File: src/rtl/sfrp_pkg.sv
// Constants and types for the serial flash read-path host controller.
package sfrp_pkg;

   // ----------------------------------------------------------------
   // Instruction codes
   // ----------------------------------------------------------------
   localparam logic [7:0] OP_EN4B = 8'hb7;
   localparam logic [7:0] OP_EX4B = 8'he9;
   localparam logic [7:0] OP_READ = 8'h03;
   localparam logic [7:0] OP_READ4 = 8'h13;
   localparam logic [7:0] OP_FAST = 8'h0b;
   localparam logic [7:0] OP_FAST4 = 8'h0c;
   localparam logic [7:0] OP_DOUT = 8'h3b;
   localparam logic [7:0] OP_DOUT4 = 8'h3c;
   localparam logic [7:0] OP_QOUT = 8'h6b;
   localparam logic [7:0] OP_QOUT4 = 8'h6c;
   localparam logic [7:0] OP_DIO = 8'hbb;
   localparam logic [7:0] OP_DIO4 = 8'hbc;
   localparam logic [7:0] OP_QIO = 8'heb;
   localparam logic [7:0] OP_SETWRAP = 8'h77;

   // ----------------------------------------------------------------
   // Timing
   // ----------------------------------------------------------------
   localparam int CLK_PERIOD_NS = 25;
   localparam int SCLK_PERIOD_NS = 200;
   localparam int SCLK_DIV = SCLK_PERIOD_NS / CLK_PERIOD_NS;
   localparam logic [2:0] PH_RISE = 3'(SCLK_DIV / 2 - 1);
   localparam logic [2:0] PH_LAST = 3'(SCLK_DIV - 1);
   localparam logic [5:0] CS_GAP_CYCLES = 6'h08;

   // ----------------------------------------------------------------
   // Instruction shape
   // ----------------------------------------------------------------
   localparam logic [5:0] OPC_BITS = 6'h08;
   localparam logic [5:0] ADDR3_BITS = 6'h18;
   localparam logic [5:0] ADDR4_BITS = 6'h20;
   localparam logic [5:0] WRAP_BITS = 6'h08;
   localparam logic [5:0] DUMMY_FAST = 6'h08;
   localparam logic [5:0] DUMMY_DIO = 6'h04;
   localparam logic [5:0] DUMMY_QIO = 6'h06;
   localparam logic [2:0] LANE1 = 3'h1;
   localparam logic [2:0] LANE2 = 3'h2;
   localparam logic [2:0] LANE4 = 3'h4;
   localparam logic [1:0] AM_NONE = 2'h0;
   localparam logic [1:0] AM_MODE = 2'h1;
   localparam logic [1:0] AM_FIX32 = 2'h2;

   // ----------------------------------------------------------------
   // Wrap setting and reset values
   // ----------------------------------------------------------------
   localparam int WRAP_DIS_POS = 4;
   localparam int WRAP_LEN_LSB = 5;
   localparam logic [7:0] WRAP_USED_MASK = 8'h70;
   localparam logic [7:0] WRAP_RESET = 8'h10;
   localparam logic ADDR4_RESET = 1'b0;

   typedef enum logic [2:0] {ST_IDLE, ST_OPC, ST_ADDR, ST_WBITS, ST_DUMMY, ST_DATA, ST_GAP} sfrp_state_e;

   typedef struct packed {
      logic [1:0] addr_mode;
      logic [2:0] addr_lanes;
      logic [2:0] data_lanes;
      logic [5:0] dummy;
      logic wrap_cfg;
   } sfrp_opinfo_s;

endpackage

File: src/rtl/sfrp_host_ctrl.sv
// Host-side SPI controller that issues read, address-mode and wrap instructions to a serial flash.
`timescale 1ns/100ps
// Overview of operation
// RULE1 - Opcode B7h in its own chip-select frame switches the flash to 32-bit addressing.
// RULE2 - Opcode E9h in its own frame returns the flash to 24-bit addressing.
// RULE3 - In 3-byte mode only the extended register reaches above 128Mb, not address bits.
// RULE4 - Mode-dependent reads carry 32 address bits in 4-byte mode, else 24.
// RULE5 - Plain read sends 03h then address on line zero, sampled on rising edges.
// RULE6 - Single-line read data comes out on falling edges, most significant bit first.
// RULE7 - The flash increments the address after each byte until chip select rises.
// RULE8 - Reads issued while the flash is busy are ignored without disturbing it.
// RULE9 - Plain read has no dummy clocks; data follows the last address bit directly.
// RULE10 - Opcode 13h always carries 32 address bits, otherwise like plain read.
// RULE11 - Opcode 0Bh has eight dummy clocks after the address; output ignored then.
// RULE12 - Opcode 0Ch is the fast read with a fixed 32-bit address.
// RULE13 - Opcode 3Bh returns data two bits per clock after eight dummy clocks.
// RULE14 - The host releases all output lines before the first data-out falling edge; for 03h/13h line zero is released one i_clock cycle after it.
// RULE15 - Opcode 3Ch is the dual-output read with a fixed 32-bit address.
// RULE16 - Opcode 6Bh returns data four bits per clock after eight dummy clocks.
// RULE17 - Opcode 6Ch is the quad-output read with a fixed 32-bit address.
// RULE18 - Opcode BBh sends address two bits per clock, four dummy clocks, dual data.
// RULE19 - Opcode BCh is the dual I/O read with a fixed 32-bit address.
// RULE20 - Opcode EBh moves address and data four bits per clock, six dummy clocks.
// RULE21 - With wrap on, the quad I/O read wraps inside an aligned page section.
// RULE22 - Opcode 77h sets wrap on or off and a two-bit section length.
// RULE23 - 77h carries 24 or 32 dummy bits then eight wrap bits; W7 and low nibble unused.
// RULE24 - Wrap-disable bit low selects 8/16/32/64 bytes; it resets to one.
// RULE25 - In 3-byte mode the extended register supplies the top address byte.
// RULE26 - The flash decodes the first eight bits after chip select falls; rise aborts.
module sfrp_host_ctrl
   import sfrp_pkg::*;
(
   input wire logic i_clock,
   input wire logic i_rst,
   input wire logic i_cmd_valid,
   input wire logic [7:0] i_cmd_opcode,
   input wire logic [31:0] i_cmd_addr,
   input wire logic [15:0] i_cmd_len_m1,
   input wire logic i_dev_busy,
   output logic o_cmd_ready,
   output logic [7:0] o_rd_data,
   output logic o_rd_valid,
   output logic o_addr4_mode,
   output logic [7:0] o_wrap_bits,
   output logic o_cs_n,
   output logic o_sclk,
   output logic [3:0] o_io_out,
   output logic [3:0] o_io_oe_n,
   input wire logic [3:0] i_io_in
);

   // ----------------------------------------------------------------
   // Helpers
   // ----------------------------------------------------------------
   function automatic sfrp_opinfo_s decode(input logic [7:0] op);
      sfrp_opinfo_s d;
      d = '{addr_mode: AM_NONE, addr_lanes: LANE1, data_lanes: LANE1, dummy: 6'h00, wrap_cfg: 1'b0};
      case (op)
         OP_READ: d.addr_mode = AM_MODE;
         // RULE10 fixed 32-bit address
         OP_READ4: d.addr_mode = AM_FIX32;
         // RULE12 fast fixed width
         OP_FAST, OP_FAST4: begin
            d.addr_mode = (op == OP_FAST) ? AM_MODE : AM_FIX32;
            d.dummy = DUMMY_FAST;
         end
         // RULE13 dual data lanes
         // RULE15 dual fixed width
         OP_DOUT, OP_DOUT4: begin
            d.addr_mode = (op == OP_DOUT) ? AM_MODE : AM_FIX32;
            d.dummy = DUMMY_FAST;
            d.data_lanes = LANE2;
         end
         // RULE16 quad data lanes
         // RULE17 quad fixed width
         OP_QOUT, OP_QOUT4: begin
            d.addr_mode = (op == OP_QOUT) ? AM_MODE : AM_FIX32;
            d.dummy = DUMMY_FAST;
            d.data_lanes = LANE4;
         end
         // RULE18 dual address lanes
         // RULE19 dual I/O fixed width
         OP_DIO, OP_DIO4: begin
            d.addr_mode = (op == OP_DIO) ? AM_MODE : AM_FIX32;
            d.dummy = DUMMY_DIO;
            d.addr_lanes = LANE2;
            d.data_lanes = LANE2;
         end
         // RULE20 quad address lanes
         OP_QIO: begin
            d.addr_mode = AM_MODE;
            d.dummy = DUMMY_QIO;
            d.addr_lanes = LANE4;
            d.data_lanes = LANE4;
         end
         OP_SETWRAP: begin
            d.addr_mode = AM_MODE;
            d.addr_lanes = LANE4;
            d.wrap_cfg = 1'b1;
         end
         default: d.addr_mode = AM_NONE;
      endcase
      return d;
   endfunction

   function automatic logic [5:0] clocks(input logic [5:0] bits, input logic [2:0] lanes);
      case (lanes)
         LANE2: return bits >> 1;
         LANE4: return bits >> 2;
         default: return bits;
      endcase
   endfunction

   // ----------------------------------------------------------------
   // State
   // ----------------------------------------------------------------
   sfrp_state_e state_r, state_nxt;
   sfrp_opinfo_s info_r;
   logic [7:0] op_r;
   logic [31:0] addr_r;
   logic [15:0] len_r;
   logic [2:0] ph_r;
   logic [5:0] cnt_r, cnt_nxt;
   logic [31:0] tx_r, tx_nxt;
   logic [2:0] lanes_r, lanes_nxt;
   logic [7:0] rx_r;
   logic [3:0] io_s1_r, io_s2_r;
   logic [5:0] alen;
   logic [5:0] stg_clk_r;
   logic [7:0] rx_shift;
   logic take, blocked, clk_end, stg_end, active;
   sfrp_opinfo_s cmd_info;

   assign cmd_info = decode(i_cmd_opcode);
   assign blocked = i_dev_busy && (cmd_info.addr_mode != AM_NONE) && !cmd_info.wrap_cfg;
   assign take = (state_r == ST_IDLE) && i_cmd_valid && o_cmd_ready && !blocked;
   assign active = (state_r != ST_IDLE) && (state_r != ST_GAP);
   assign clk_end = active && (ph_r == PH_LAST);
   assign stg_end = clk_end && (cnt_r == 6'h00);
   assign alen = (info_r.addr_mode == AM_FIX32) ? ADDR4_BITS :
                 (info_r.addr_mode == AM_MODE) ? (o_addr4_mode ? ADDR4_BITS : ADDR3_BITS) : 6'h00;

   // ----------------------------------------------------------------
   // Stage sequencing
   // ----------------------------------------------------------------
   always_comb begin
      state_nxt = ST_GAP;
      cnt_nxt = CS_GAP_CYCLES - 6'h01;
      tx_nxt = 32'h0000_0000;
      lanes_nxt = info_r.data_lanes;
      case (state_r)
         ST_OPC: begin
            if (alen != 6'h00) begin
               // RULE4 address length
               state_nxt = ST_ADDR;
               cnt_nxt = clocks(alen, info_r.addr_lanes) - 6'h01;
               lanes_nxt = info_r.addr_lanes;
               // RULE23 dummy bits
               if (info_r.wrap_cfg) begin
                  tx_nxt = 32'h0000_0000;
               end else if (alen == ADDR4_BITS) begin
                  tx_nxt = addr_r;
               end else begin
                  // RULE3 low bytes only
                  tx_nxt = {addr_r[23:0], 8'h00};
               end
            end
         end
         ST_ADDR: begin
            if (info_r.wrap_cfg) begin
               state_nxt = ST_WBITS;
               cnt_nxt = clocks(WRAP_BITS, info_r.addr_lanes) - 6'h01;
               lanes_nxt = info_r.addr_lanes;
               tx_nxt = {addr_r[7:0], 24'h00_0000};
            end else if (info_r.dummy != 6'h00) begin
               // RULE11 dummy clocks
               state_nxt = ST_DUMMY;
               cnt_nxt = info_r.dummy - 6'h01;
            end else begin
               // RULE9 no dummy
               state_nxt = ST_DATA;
               cnt_nxt = clocks(OPC_BITS, info_r.data_lanes) - 6'h01;
            end
         end
         ST_DUMMY: begin
            state_nxt = ST_DATA;
            cnt_nxt = clocks(OPC_BITS, info_r.data_lanes) - 6'h01;
         end
         ST_DATA: begin
            if (len_r != 16'h0000) begin
               state_nxt = ST_DATA;
               cnt_nxt = clocks(OPC_BITS, info_r.data_lanes) - 6'h01;
            end
         end
         default: state_nxt = ST_GAP;
      endcase
   end

   always_ff @(posedge i_clock) begin
      if (i_rst) begin
         state_r <= ST_IDLE;
         ph_r <= 3'h0;
         cnt_r <= 6'h00;
         tx_r <= 32'h0000_0000;
         lanes_r <= LANE1;
         op_r <= 8'h00;
         addr_r <= 32'h0000_0000;
         len_r <= 16'h0000;
         info_r <= '0;
         stg_clk_r <= 6'h00;
      end else begin
         case (state_r)
            ST_IDLE: begin
               if (take) begin
                  // RULE26 opcode first
                  state_r <= ST_OPC;
                  ph_r <= 3'h0;
                  cnt_r <= OPC_BITS - 6'h01;
                  tx_r <= {i_cmd_opcode, 24'h00_0000};
                  lanes_r <= LANE1;
                  op_r <= i_cmd_opcode;
                  addr_r <= i_cmd_addr;
                  len_r <= i_cmd_len_m1;
                  info_r <= decode(i_cmd_opcode);
                  stg_clk_r <= 6'h00;
               end
            end
            ST_GAP: begin
               if (cnt_r == 6'h00) begin
                  state_r <= ST_IDLE;
               end else begin
                  cnt_r <= cnt_r - 6'h01;
               end
            end
            default: begin
               ph_r <= (ph_r == PH_LAST) ? 3'h0 : ph_r + 3'h1;
               if (stg_end) begin
                  state_r <= state_nxt;
                  cnt_r <= cnt_nxt;
                  tx_r <= tx_nxt;
                  lanes_r <= lanes_nxt;
                  stg_clk_r <= 6'h00;
                  if (state_r == ST_DATA) begin
                     len_r <= len_r - 16'h0001;
                  end
               end else if (clk_end) begin
                  cnt_r <= cnt_r - 6'h01;
                  tx_r <= tx_r << lanes_r;
                  stg_clk_r <= stg_clk_r + 6'h01;
               end
            end
         endcase
      end
   end

   // ----------------------------------------------------------------
   // Ready, address mode and wrap shadow
   // ----------------------------------------------------------------
   always_ff @(posedge i_clock) begin
      if (i_rst) begin
         o_cmd_ready <= 1'b0;
      end else begin
         // RULE8 busy refusal
         o_cmd_ready <= ((state_r == ST_IDLE) && !take) || ((state_r == ST_GAP) && (cnt_r == 6'h00));
      end
   end

   always_ff @(posedge i_clock) begin
      if (i_rst) begin
         o_addr4_mode <= ADDR4_RESET;
         o_wrap_bits <= WRAP_RESET;
      end else if (stg_end) begin
         // RULE1 enter wide addressing
         if ((state_r == ST_OPC) && (op_r == OP_EN4B)) begin
            o_addr4_mode <= 1'b1;
         end
         // RULE2 leave wide addressing
         if ((state_r == ST_OPC) && (op_r == OP_EX4B)) begin
            o_addr4_mode <= 1'b0;
         end
         // RULE22 wrap setting kept
         if (state_r == ST_WBITS) begin
            o_wrap_bits <= addr_r[7:0] & WRAP_USED_MASK;
         end
      end
   end

   // ----------------------------------------------------------------
   // Pins
   // ----------------------------------------------------------------
   // Pins lag the state by one cycle, so edges keep their spacing and data changes one cycle after each falling edge.
   always_ff @(posedge i_clock) begin
      if (i_rst) begin
         o_cs_n <= 1'b1;
         o_sclk <= 1'b0;
         o_io_out <= 4'h0;
         o_io_oe_n <= 4'hf;
      end else begin
         o_cs_n <= !active;
         if (active && (ph_r == PH_RISE)) begin
            o_sclk <= 1'b1;
         end else if (!active || (ph_r == PH_LAST)) begin
            o_sclk <= 1'b0;
         end
         // RULE5 serial line zero
         case (lanes_r)
            LANE2: o_io_out <= {2'b00, tx_r[31:30]};
            LANE4: o_io_out <= tx_r[31:28];
            default: o_io_out <= {3'b000, tx_r[31]};
         endcase
         // RULE14 release before data
         if ((state_r == ST_OPC) || (state_r == ST_ADDR) || (state_r == ST_WBITS)) begin
            o_io_oe_n <= (lanes_r == LANE4) ? 4'h0 : (lanes_r == LANE2) ? 4'hc : 4'he;
         end else begin
            o_io_oe_n <= 4'hf;
         end
      end
   end

   // ----------------------------------------------------------------
   // Receive path
   // ----------------------------------------------------------------
   always_ff @(posedge i_clock) begin
      if (i_rst) begin
         io_s1_r <= 4'h0;
         io_s2_r <= 4'h0;
      end else begin
         io_s1_r <= i_io_in;
         io_s2_r <= io_s1_r;
      end
   end

   always_comb begin
      case (lanes_r)
         LANE2: rx_shift = {rx_r[5:0], io_s2_r[1:0]};
         LANE4: rx_shift = {rx_r[3:0], io_s2_r};
         default: rx_shift = {rx_r[6:0], io_s2_r[1]};
      endcase
   end

   // Sampling just before the falling edge gives the synchroniser most of a clock to settle.
   always_ff @(posedge i_clock) begin
      if (i_rst) begin
         rx_r <= 8'h00;
         o_rd_data <= 8'h00;
         o_rd_valid <= 1'b0;
      end else begin
         o_rd_valid <= 1'b0;
         if (clk_end && (state_r == ST_DATA)) begin
            // RULE6 most significant first
            rx_r <= rx_shift;
            if (cnt_r == 6'h00) begin
               o_rd_data <= rx_shift;
               o_rd_valid <= 1'b1;
            end
         end
      end
   end

   // ----------------------------------------------------------------
   // Checks
   // ----------------------------------------------------------------
   property p_enter4;
      @(posedge i_clock) disable iff (i_rst)
         (stg_end && state_r == ST_OPC && op_r == OP_EN4B) |=> o_addr4_mode;
   endproperty
   a_enter4: assert property (p_enter4) else $error("B7h did not set 4-byte mode"); // RULE1

   property p_exit4;
      @(posedge i_clock) disable iff (i_rst)
         (stg_end && state_r == ST_OPC && op_r == OP_EX4B) |=> !o_addr4_mode;
   endproperty
   a_exit4: assert property (p_exit4) else $error("E9h did not clear 4-byte mode"); // RULE2

   property p_addr_len;
      @(posedge i_clock) disable iff (i_rst)
         (stg_end && state_r == ST_ADDR && info_r.addr_mode == AM_MODE)
            |-> (stg_clk_r + 6'h01 == clocks(o_addr4_mode ? 6'h20 : 6'h18, lanes_r));
   endproperty
   a_addr_len: assert property (p_addr_len) else $error("address length wrong for mode"); // RULE4

   property p_fix32;
      @(posedge i_clock) disable iff (i_rst)
         (stg_end && state_r == ST_ADDR && info_r.addr_mode == AM_FIX32)
            |-> (stg_clk_r + 6'h01 == clocks(6'h20, lanes_r));
   endproperty
   a_fix32: assert property (p_fix32) else $error("fixed 32-bit address length wrong"); // RULE10

   property p_no_dummy;
      @(posedge i_clock) disable iff (i_rst)
         (stg_end && state_r == ST_ADDR && (op_r == OP_READ || op_r == OP_READ4)) |=> state_r == ST_DATA;
   endproperty
   a_no_dummy: assert property (p_no_dummy) else $error("plain read inserted dummy clocks"); // RULE9

   property p_dummy_len;
      @(posedge i_clock) disable iff (i_rst)
         (stg_end && state_r == ST_DUMMY) |-> (stg_clk_r + 6'h01 == info_r.dummy);
   endproperty
   a_dummy_len: assert property (p_dummy_len) else $error("dummy clock count wrong"); // RULE11

   property p_release;
      @(posedge i_clock) disable iff (i_rst)
         (state_r == ST_DUMMY || state_r == ST_DATA) ##1 (state_r != ST_GAP) |-> o_io_oe_n == 4'hf;
   endproperty
   a_release: assert property (p_release) else $error("host still drives during dummy or data"); // RULE14

   property p_busy;
      @(posedge i_clock) disable iff (i_rst)
         (state_r == ST_IDLE && i_cmd_valid && blocked) |=> state_r == ST_IDLE;
   endproperty
   a_busy: assert property (p_busy) else $error("read started while flash busy"); // RULE8

   property p_wrap_set;
      @(posedge i_clock) disable iff (i_rst)
         (stg_end && state_r == ST_WBITS) |=> o_wrap_bits == ($past(addr_r[7:0]) & 8'h70);
   endproperty
   a_wrap_set: assert property (p_wrap_set) else $error("wrap setting not captured"); // RULE22

   property p_cs_frame;
      @(posedge i_clock) disable iff (i_rst)
         (active && ph_r == PH_RISE) |=> (!o_cs_n && o_sclk);
   endproperty
   a_cs_frame: assert property (p_cs_frame) else $error("clock rose outside chip-select frame"); // RULE5

   c_enter4: cover property (@(posedge i_clock) disable iff (i_rst) stg_end && state_r == ST_OPC && op_r == OP_EN4B);
   c_quad_io: cover property (@(posedge i_clock) disable iff (i_rst) o_rd_valid && op_r == OP_QIO);
   c_dual: cover property (@(posedge i_clock) disable iff (i_rst) o_rd_valid && op_r == OP_DIO4);
   c_wrap: cover property (@(posedge i_clock) disable iff (i_rst) stg_end && state_r == ST_WBITS);
   c_refuse: cover property (@(posedge i_clock) disable iff (i_rst) state_r == ST_IDLE && i_cmd_valid && blocked);

endmodule

File: config.mk
export PLATFORM = sky130hd
export DESIGN_NAME = sfrp_host_ctrl
export DESIGN_NICKNAME = d
export VERILOG_FILES = /design/src/rtl/sfrp_pkg.sv /design/src/rtl/sfrp_host_ctrl.sv
export SDC_FILE = /design/constraint.sdc
export NUM_CORES = 1
export LEC_CHECK = 0
export ABC_AREA = 1
export BUFFER_PORTS_ARGS = -buffer_cell sky130_fd_sc_hd__buf_4
export CELL_PAD_IN_SITES_DETAIL_PLACEMENT = 1
export CELL_PAD_IN_SITES_GLOBAL_PLACEMENT = 2
export CORE_ASPECT_RATIO = 1.4
export CORE_MARGIN = 10
export CORE_UTILIZATION = 34
export CTS_BUF_LIST = sky130_fd_sc_hd__clkbuf_4 sky130_fd_sc_hd__clkbuf_8
export CTS_CLUSTER_DIAMETER = 150
export DETAILED_ROUTE_END_ITERATION = 10
export GPL_ROUTABILITY_DRIVEN = 1
export PLACE_DENSITY_LB_ADDON = 0.1
export REMOVE_ABC_BUFFERS = 1
export SETUP_SLACK_MARGIN = 0.2
export SYNTH_ARGS = -nofsm -noshare
export SYNTH_HDL_FRONTEND = slang
export SYNTH_SLANG_ARGS = --single-unit
export TNS_END_PERCENT = 10
File: constraint.sdc
create_clock -name i_clock -period 2.3 [get_ports i_clock]
set_input_delay 0.23 -clock i_clock [delete_from_list [all_inputs] [get_ports i_clock]]
set_output_delay 0.23 -clock i_clock [all_outputs]
set_load 0.02 [all_outputs]
==> metrics, run 1 <==
Initial Utilization 34.4%; Design Area, Final 0.0110 mm2; number of global-route vias before repair 9691; Std-Cell Rows 70; Hold Crit Class input port to register; unrepaired setup endpoints after global routing true; final period utilization 88.7%; drt pass-1 iters 5; Final Setup Violations 0; most used flip-flop cell after synthesis dfxtp_1; number of synthesized flops with an enable pin 0; pre-CTS worst setup slack -0.0408 ns; Synth top area share 34.2%; min cycle time layout 2.04 ns; worst-margin pin slew 0.705 ns; WL/cell 18.0 um; switching power total 4.66 mW; initial DRC count 431; top post-synthesis cells by area dfxtp_1 34%, nand2_1 13%, o21ai_0 11%; GRT Resource Usage Total 19.8%; CTS buffer count 17; Synth Instances 1370; vias per inst 5.17; max-cap violations 0; Flop pwr share 33.0%; via count 9385; combinational share of power 47.2%; core area 0.0260 mm2; Setup Skew 0.0129 ns; peak supply drop 0.000387 V; Synth Warn # 0; # nets final 1556; Max clock buf depth 2; final std cells w/o fill 1814; Clock Sinks 153; Final Hold Fails 0; DRC Markers 0; Cell Area, Placed 0.0101 mm2; die area 0.0333 mm2; total grt overflow 0; DIE HEIGHT 212 um; Critical Path Source Type register; post-detail-place hpwl 24700 um; pins over their slew limit 0; ANT cells 0; static leakage 4.57 nW; Setup Crit Path Kind register to register; layout cells sized above 1 19.1%; count of cell types in the netlist 49; Max Fclk 490 MHz; power share of the clock group 19.7%; PwrDens 965 mW/mm2; clock latency on the worst-skew pair 0.47 ns; DP Cell Count 1763; Port-buffer cells 87; status complete, no violations; fill count 3413; final wirelength 32600 um; Mapped Area 0.00895 mm2; Worst EP arrival 2.40 ns; syn_area_per_cell 6.53 um2; max_slew headroom 52.9%; initial antenna violation count 0; worst-path fanout max 6; CTS H-tree depth 4; CTS tree built; final hold slack 0.0450 ns; Root Buffer clkbuf_8; ys async rst share 0%; post-layout util 42.2%; Internal Power 5.93 mW; dominant cell type by area after synthesis dfxtp_1; I/O pins 93; register area share after synthesis 34.2%; Layout area overhead 22.7%; switching share of total power 44.0%; GPL Wtd Cong 0.875; crit end category register; required time of the critical path 2.66 ns; Routed Antenna Nets 0; clk slew on worst S/H paths 0.09 ns; die width 157 um; number of synthesized register bits 153; largest net degree at the start of global routing 104; first-pass GRT wire length 51900 um; setup ws final 0.261 ns
[synthesized netlist by cell type, types with 3 or more instances]
master / instances
nand2_1: 306
o21ai_0: 188
dfxtp_1: 153
inv_1: 140
a21oi_1: 126
nor2_1: 115
nand3_1: 80
clkbuf_1: 41
nor3_1: 22
buf_2: 20
o22ai_1: 18
mux2i_1: 15
ha_1: 14
o32ai_1: 14
buf_4: 10
inv_2: 10
a211oi_1: 8
a31oi_1: 7
buf_1: 6
nand2_2: 6
nand4_1: 6
o211ai_1: 6
xor2_1: 6
nor4_1: 5
nand2_4: 4
nor2_4: 4
and2_1: 3
buf_6: 3
o31ai_1: 3
or2_2: 3
[sequential cells by signal, indices dropped and copies added (netlist names), 4 cells and up]
signal / flops
rx_r: 7
info_r: 12
tx_r: 32
io_s1_r: 4
o_io_out: 4
o_rd_data: 8
op_r: 8
len_r: 16
cnt_r: 6
io_s2_r: 4
addr_r: 32
[repair_timing]
action,CTS,global route
resized for setup,0,80
pin swaps,2,17
endpoints found under the hold margin,7,0
setup buffers,5,8
endpoints found under the setup margin,36,84
hold buffers,7,0
[metrics by stage]
stage | power (mW) | setup TNS (ns)
detailed placement | 8.31 | -0.0767
floorplan | 6.44 | -96.30
global placement | 8.24 | 0
finish | 10.6 | 0
CTS | 10.5 | 0
global route | 11.5 | 0
[worst max-delay path: stages (launching register included)]
cell	delay (ns)
dfxtp_1	0.46
clkinvlp_4	0.24
buf_4	0.21
o21ai_0	0.24
nand2_1	0.09
nand2_1	0.10
nand2_1	0.07
nand3_1	0.15
nand3_1	0.09
o21ai_0	0.07
nand3_1	0.09
nand2_1	0.07
nor2_1	0.05
[cell families after synthesis]
group                    share of synthesized area [%]
multiplexers                                      1.68
buffers and inverters                             10.7
AO/OA/AOI/OAI                                     23.3
adder cells (fa/ha/maj)                           1.96
other                                           0.0419
AND/OR/NAND/NOR                                   27.3
flip-flops                                        34.2
XOR/XNOR                                         0.783
[cell usage in the layout, fill, tap and decap left out, drive strengths merged]
master / instances
a211oi: 8
a21oi: 128
a221oi: 2
a22oi: 2
a31oi: 7
and2: 3
buf: 159
bufinv: 1
clkbuf: 23
clkinv: 2
clkinvlp: 5
conb: 5
dfxtp: 153
dlygate4sd3: 7
ha: 14
inv: 150
mux2i: 15
nand2: 316
nand3: 82
nand4: 7
nor2: 121
nor3: 25
nor4: 6
nor4b: 1
o2111ai: 1
o211ai: 6
o21a: 1
o21ai: 190
o21bai: 1
o221ai: 2
o22ai: 18
o2bb2ai: 1
o31ai: 3
o32ai: 14
or2: 3
xnor2: 2
xor2: 6
[power by group through the flow]
stage | clock network (mW) | logic [mW] | registers, mW
after global routing | 2.27 | 5.64 | 3.56
after global placement | 0 | 4.72 | 3.52
after detailed placement | 0 | 4.77 | 3.54
after CTS | 2.18 | 4.80 | 3.48
after floorplan | 0 | 2.95 | 3.49
final | 2.09 | 5.00 | 3.50
[worst paths after layout]
| check | to | slack, ns | depth (start not counted) | start |
|---|---|---|---|---|
| max reg2reg | tx_r[24] | 0.26 | 12 | lanes_r[0] |
| min reg2reg | io_s2_r[0] | 0.41 | 2 | io_s1_r[0] |
| min | addr_r[28] | 0.04 | 3 | i_cmd_addr[28] |
| max | tx_r[24] | 0.26 | 12 | lanes_r[0] |
[metal layers]
metal | vias to the layer above | global-route usage (%) | part of all wire, %
li1 | 4766 | - | -
met1 | 4470 | 21.4 | 40
met2 | 111 | 37.1 | 54
met3 | 38 | 2.80 | 2.4
met4 | 0 | 8.47 | 2.9
met5 | - | 0 | 0
[layout make-up]
type / count / area [um2] / share of cell area, %
Multi-Input combinational cell: 990 / 5190 / 47.3
Inverter: 150 / 571 / 5.20
Tap cell: 324 / 405 / 3.69
Clock buffer: 23 / 304 / 2.77
Sequential cell: 153 / 3080 / 28.1
Timing Repair Buffer: 166 / 1340 / 12.2
Clock inverter: 8 / 87.6 / 0.798
Power figures use the tool's default switching activity.
==> run 2, diff against run 1 <==
Settings changed: BUFFER_PORTS_ARGS -buffer_cell sky130_fd_sc_hd__buf_4 to -buffer_cell sky130_fd_sc_hd__buf_2.
==> run 2 against run 1 <==
- die area did not move
- global-route usage barely moved
- sequential cell count is the same
- utilization down 1.5 points
- sequential power hardly changed
- power fell by 0.52%
- sequential share of layout area is 1.0 points higher
- wire length hardly changed
- first-iteration DRC count decreased by 2.1%
- combinational power about the same
- worst setup slack worse by 0.083 ns
- critical endpoint is now tx_r[29]
- largest power group unchanged
==> metrics, run 2 (synthesized netlist as in run 1, its figures left out) <==
pins over their slew limit 0; drt pass-1 iters 5; status complete, no violations; static leakage 4.47 nW; total grt overflow 0; wire length on met2 17700 um; Flop pwr share 33.0%; Buf/Inv on CP 2; switching power total 4.65 mW; worst-path fanout max 23; max-cap violations 0; Worst EP arrival 2.53 ns; Max clock buf depth 2; GRT Resource Usage Total 19.8%; switching share of total power 44.1%; clk slew on worst S/H paths 0.09 ns; Routed Antenna Nets 0; critical path startpoint o_addr4_mode; Critical Path Source Type register; post-detail-place hpwl 24700 um; CTS tree built; peak supply drop 0.000418 V; commonest non-fill, non-tap cell in the layout nand2_1; Setup Crit Path Kind register to register; worst hold start i_cmd_addr[26]; min cycle time layout 2.12 ns; PwrDens 996 mW/mm2; met3 routed WL 765 um; CTS buffer count 17; unrepaired setup endpoints after global routing true; first-pass GRT wire length 52400 um; required time of the critical path 2.71 ns; Clock Sinks 153; DRC Markers 0; Hold Crit Class input port to register; initial antenna violation count 0; GPL Wtd Cong 0.880; ANT cells 0; post-layout util 40.7%; via count 9377; largest net degree at the start of global routing 104; I/O pins 93; CP max-delay cell dfxtp_1; met1 WL 13100 um; Worst path top cell family by delay simple AND/OR/NAND/NOR gates; Final Setup Violations 0; Port-buffer cells 87; Crit path largest cell delay 0.44 ns; die width 157 um; Layout area overhead 18.3%; die area 0.0333 mm2; Initial Utilization 34.4%; Top Registers addr_r x32, tx_r x32, len_r x16; clock latency on the worst-skew pair 0.48 ns; max_slew headroom 52.9%; layout cells sized above 1 17.4%; WL/cell 18.1 um; CTS H-tree depth 4; Internal Power 5.89 mW; multi-input combinational cell area 0.00508 mm2; Tot Pwr 10.5 mW; number of global-route vias before repair 9796; initial DRC count 422; core area 0.0260 mm2; worst-margin pin slew 0.706 ns; Final Hold Fails 0; CP Cell Sequence nand3_1 > nand2_1 > inv_1 > nand2_1 > nand3_1 > buf_4 > o22ai_1 > nand2_1 > nand3_1 > nand4_1 > a21oi_2; reg-to-reg startpoint o_addr4_mode; DIE HEIGHT 212 um; final wirelength 32700 um; final hold slack 0.0273 ns; vias per inst 5.19; crit end category register; area taken by flip-flops and latches 0.00308 mm2; Setup Skew 0.0133 ns; final period utilization 92.3%; Max Fclk 471 MHz; # nets final 1548; max layer used met4; most frequent cells in the layout 304 x nand2_1, 183 x o21ai_0, 145 x dfxtp_1; Std-Cell Rows 70; fill count 3446; Root Buffer clkbuf_8; power share of the clock group 19.8%; combinational share of power 47.2%
[run 2: area by class of cell]
class	count	area share (%)
Tap cell	324	3.83
Multi-Input combinational cell	990	48.0
Inverter	150	5.40
Clock inverter	11	1.18
Clock buffer	20	2.42
Sequential cell	153	29.1
Timing Repair Buffer	158	10.1
[run 2: power by group through the flow]
stage | clock [mW] | sequential (mW) | combinational, mW
6_report | 2.08 | 3.48 | 4.98
5_1_grt | 2.28 | 3.54 | 5.64
4_1_cts | 2.16 | 3.47 | 4.93
3_5_place_dp | 0 | 3.52 | 4.85
3_3_place_gp | 0 | 3.51 | 4.79
2_1_floorplan | 0 | 3.49 | 2.95
[run 2: worst paths after layout]
check                to  slack (ns)  depth (start not counted)
min reg2reg  io_s2_r[2]        0.40                          2
max reg2reg    tx_r[29]        0.18                         11
max            tx_r[29]        0.18                         11
min          addr_r[26]        0.03                          3
[run 2: what timing repair did]
action / CTS / global route
pin swaps: 3 / 8
resized for setup: 11 / 42
endpoints found under the setup margin: 50 / 84
hold endpoints to repair: 4 / 0
buffers inserted: 6 / 3
hold buffers: 4 / 0
cloned: 0 / 0
[run 2: stage by stage]
step                setup TNS (ns)  setup slack (ns)  area [um2]  std cells
floorplan                   -96.30             -1.19        8570       1293
global placement                 0            0.0570        9920       1762
detailed placement         -0.0283           -0.0283        9920       1762
CTS                              0            0.0936       10400       1803
global route                     0            0.0254       10600       1806
finish                           0             0.178       10600       1806
[run 2: worst reg2reg max path: stages (launching register included)]
cell and delay (ns):
dfxtp_1 0.44, nand3_1 0.12, nand2_1 0.14, inv_1 0.11
nand2_1 0.13, nand3_1 0.08, buf_4 0.23, o22ai_1 0.21
nand2_1 0.09, nand3_1 0.09, nand4_1 0.23, a21oi_2 0.18
[run 2: layer usage]
layer,global-route usage [%],vias up
li1,-,4746
met1,21.3,4476
met2,37.2,109
met3,3.15,46
met4,7.92,0
met5,0,-
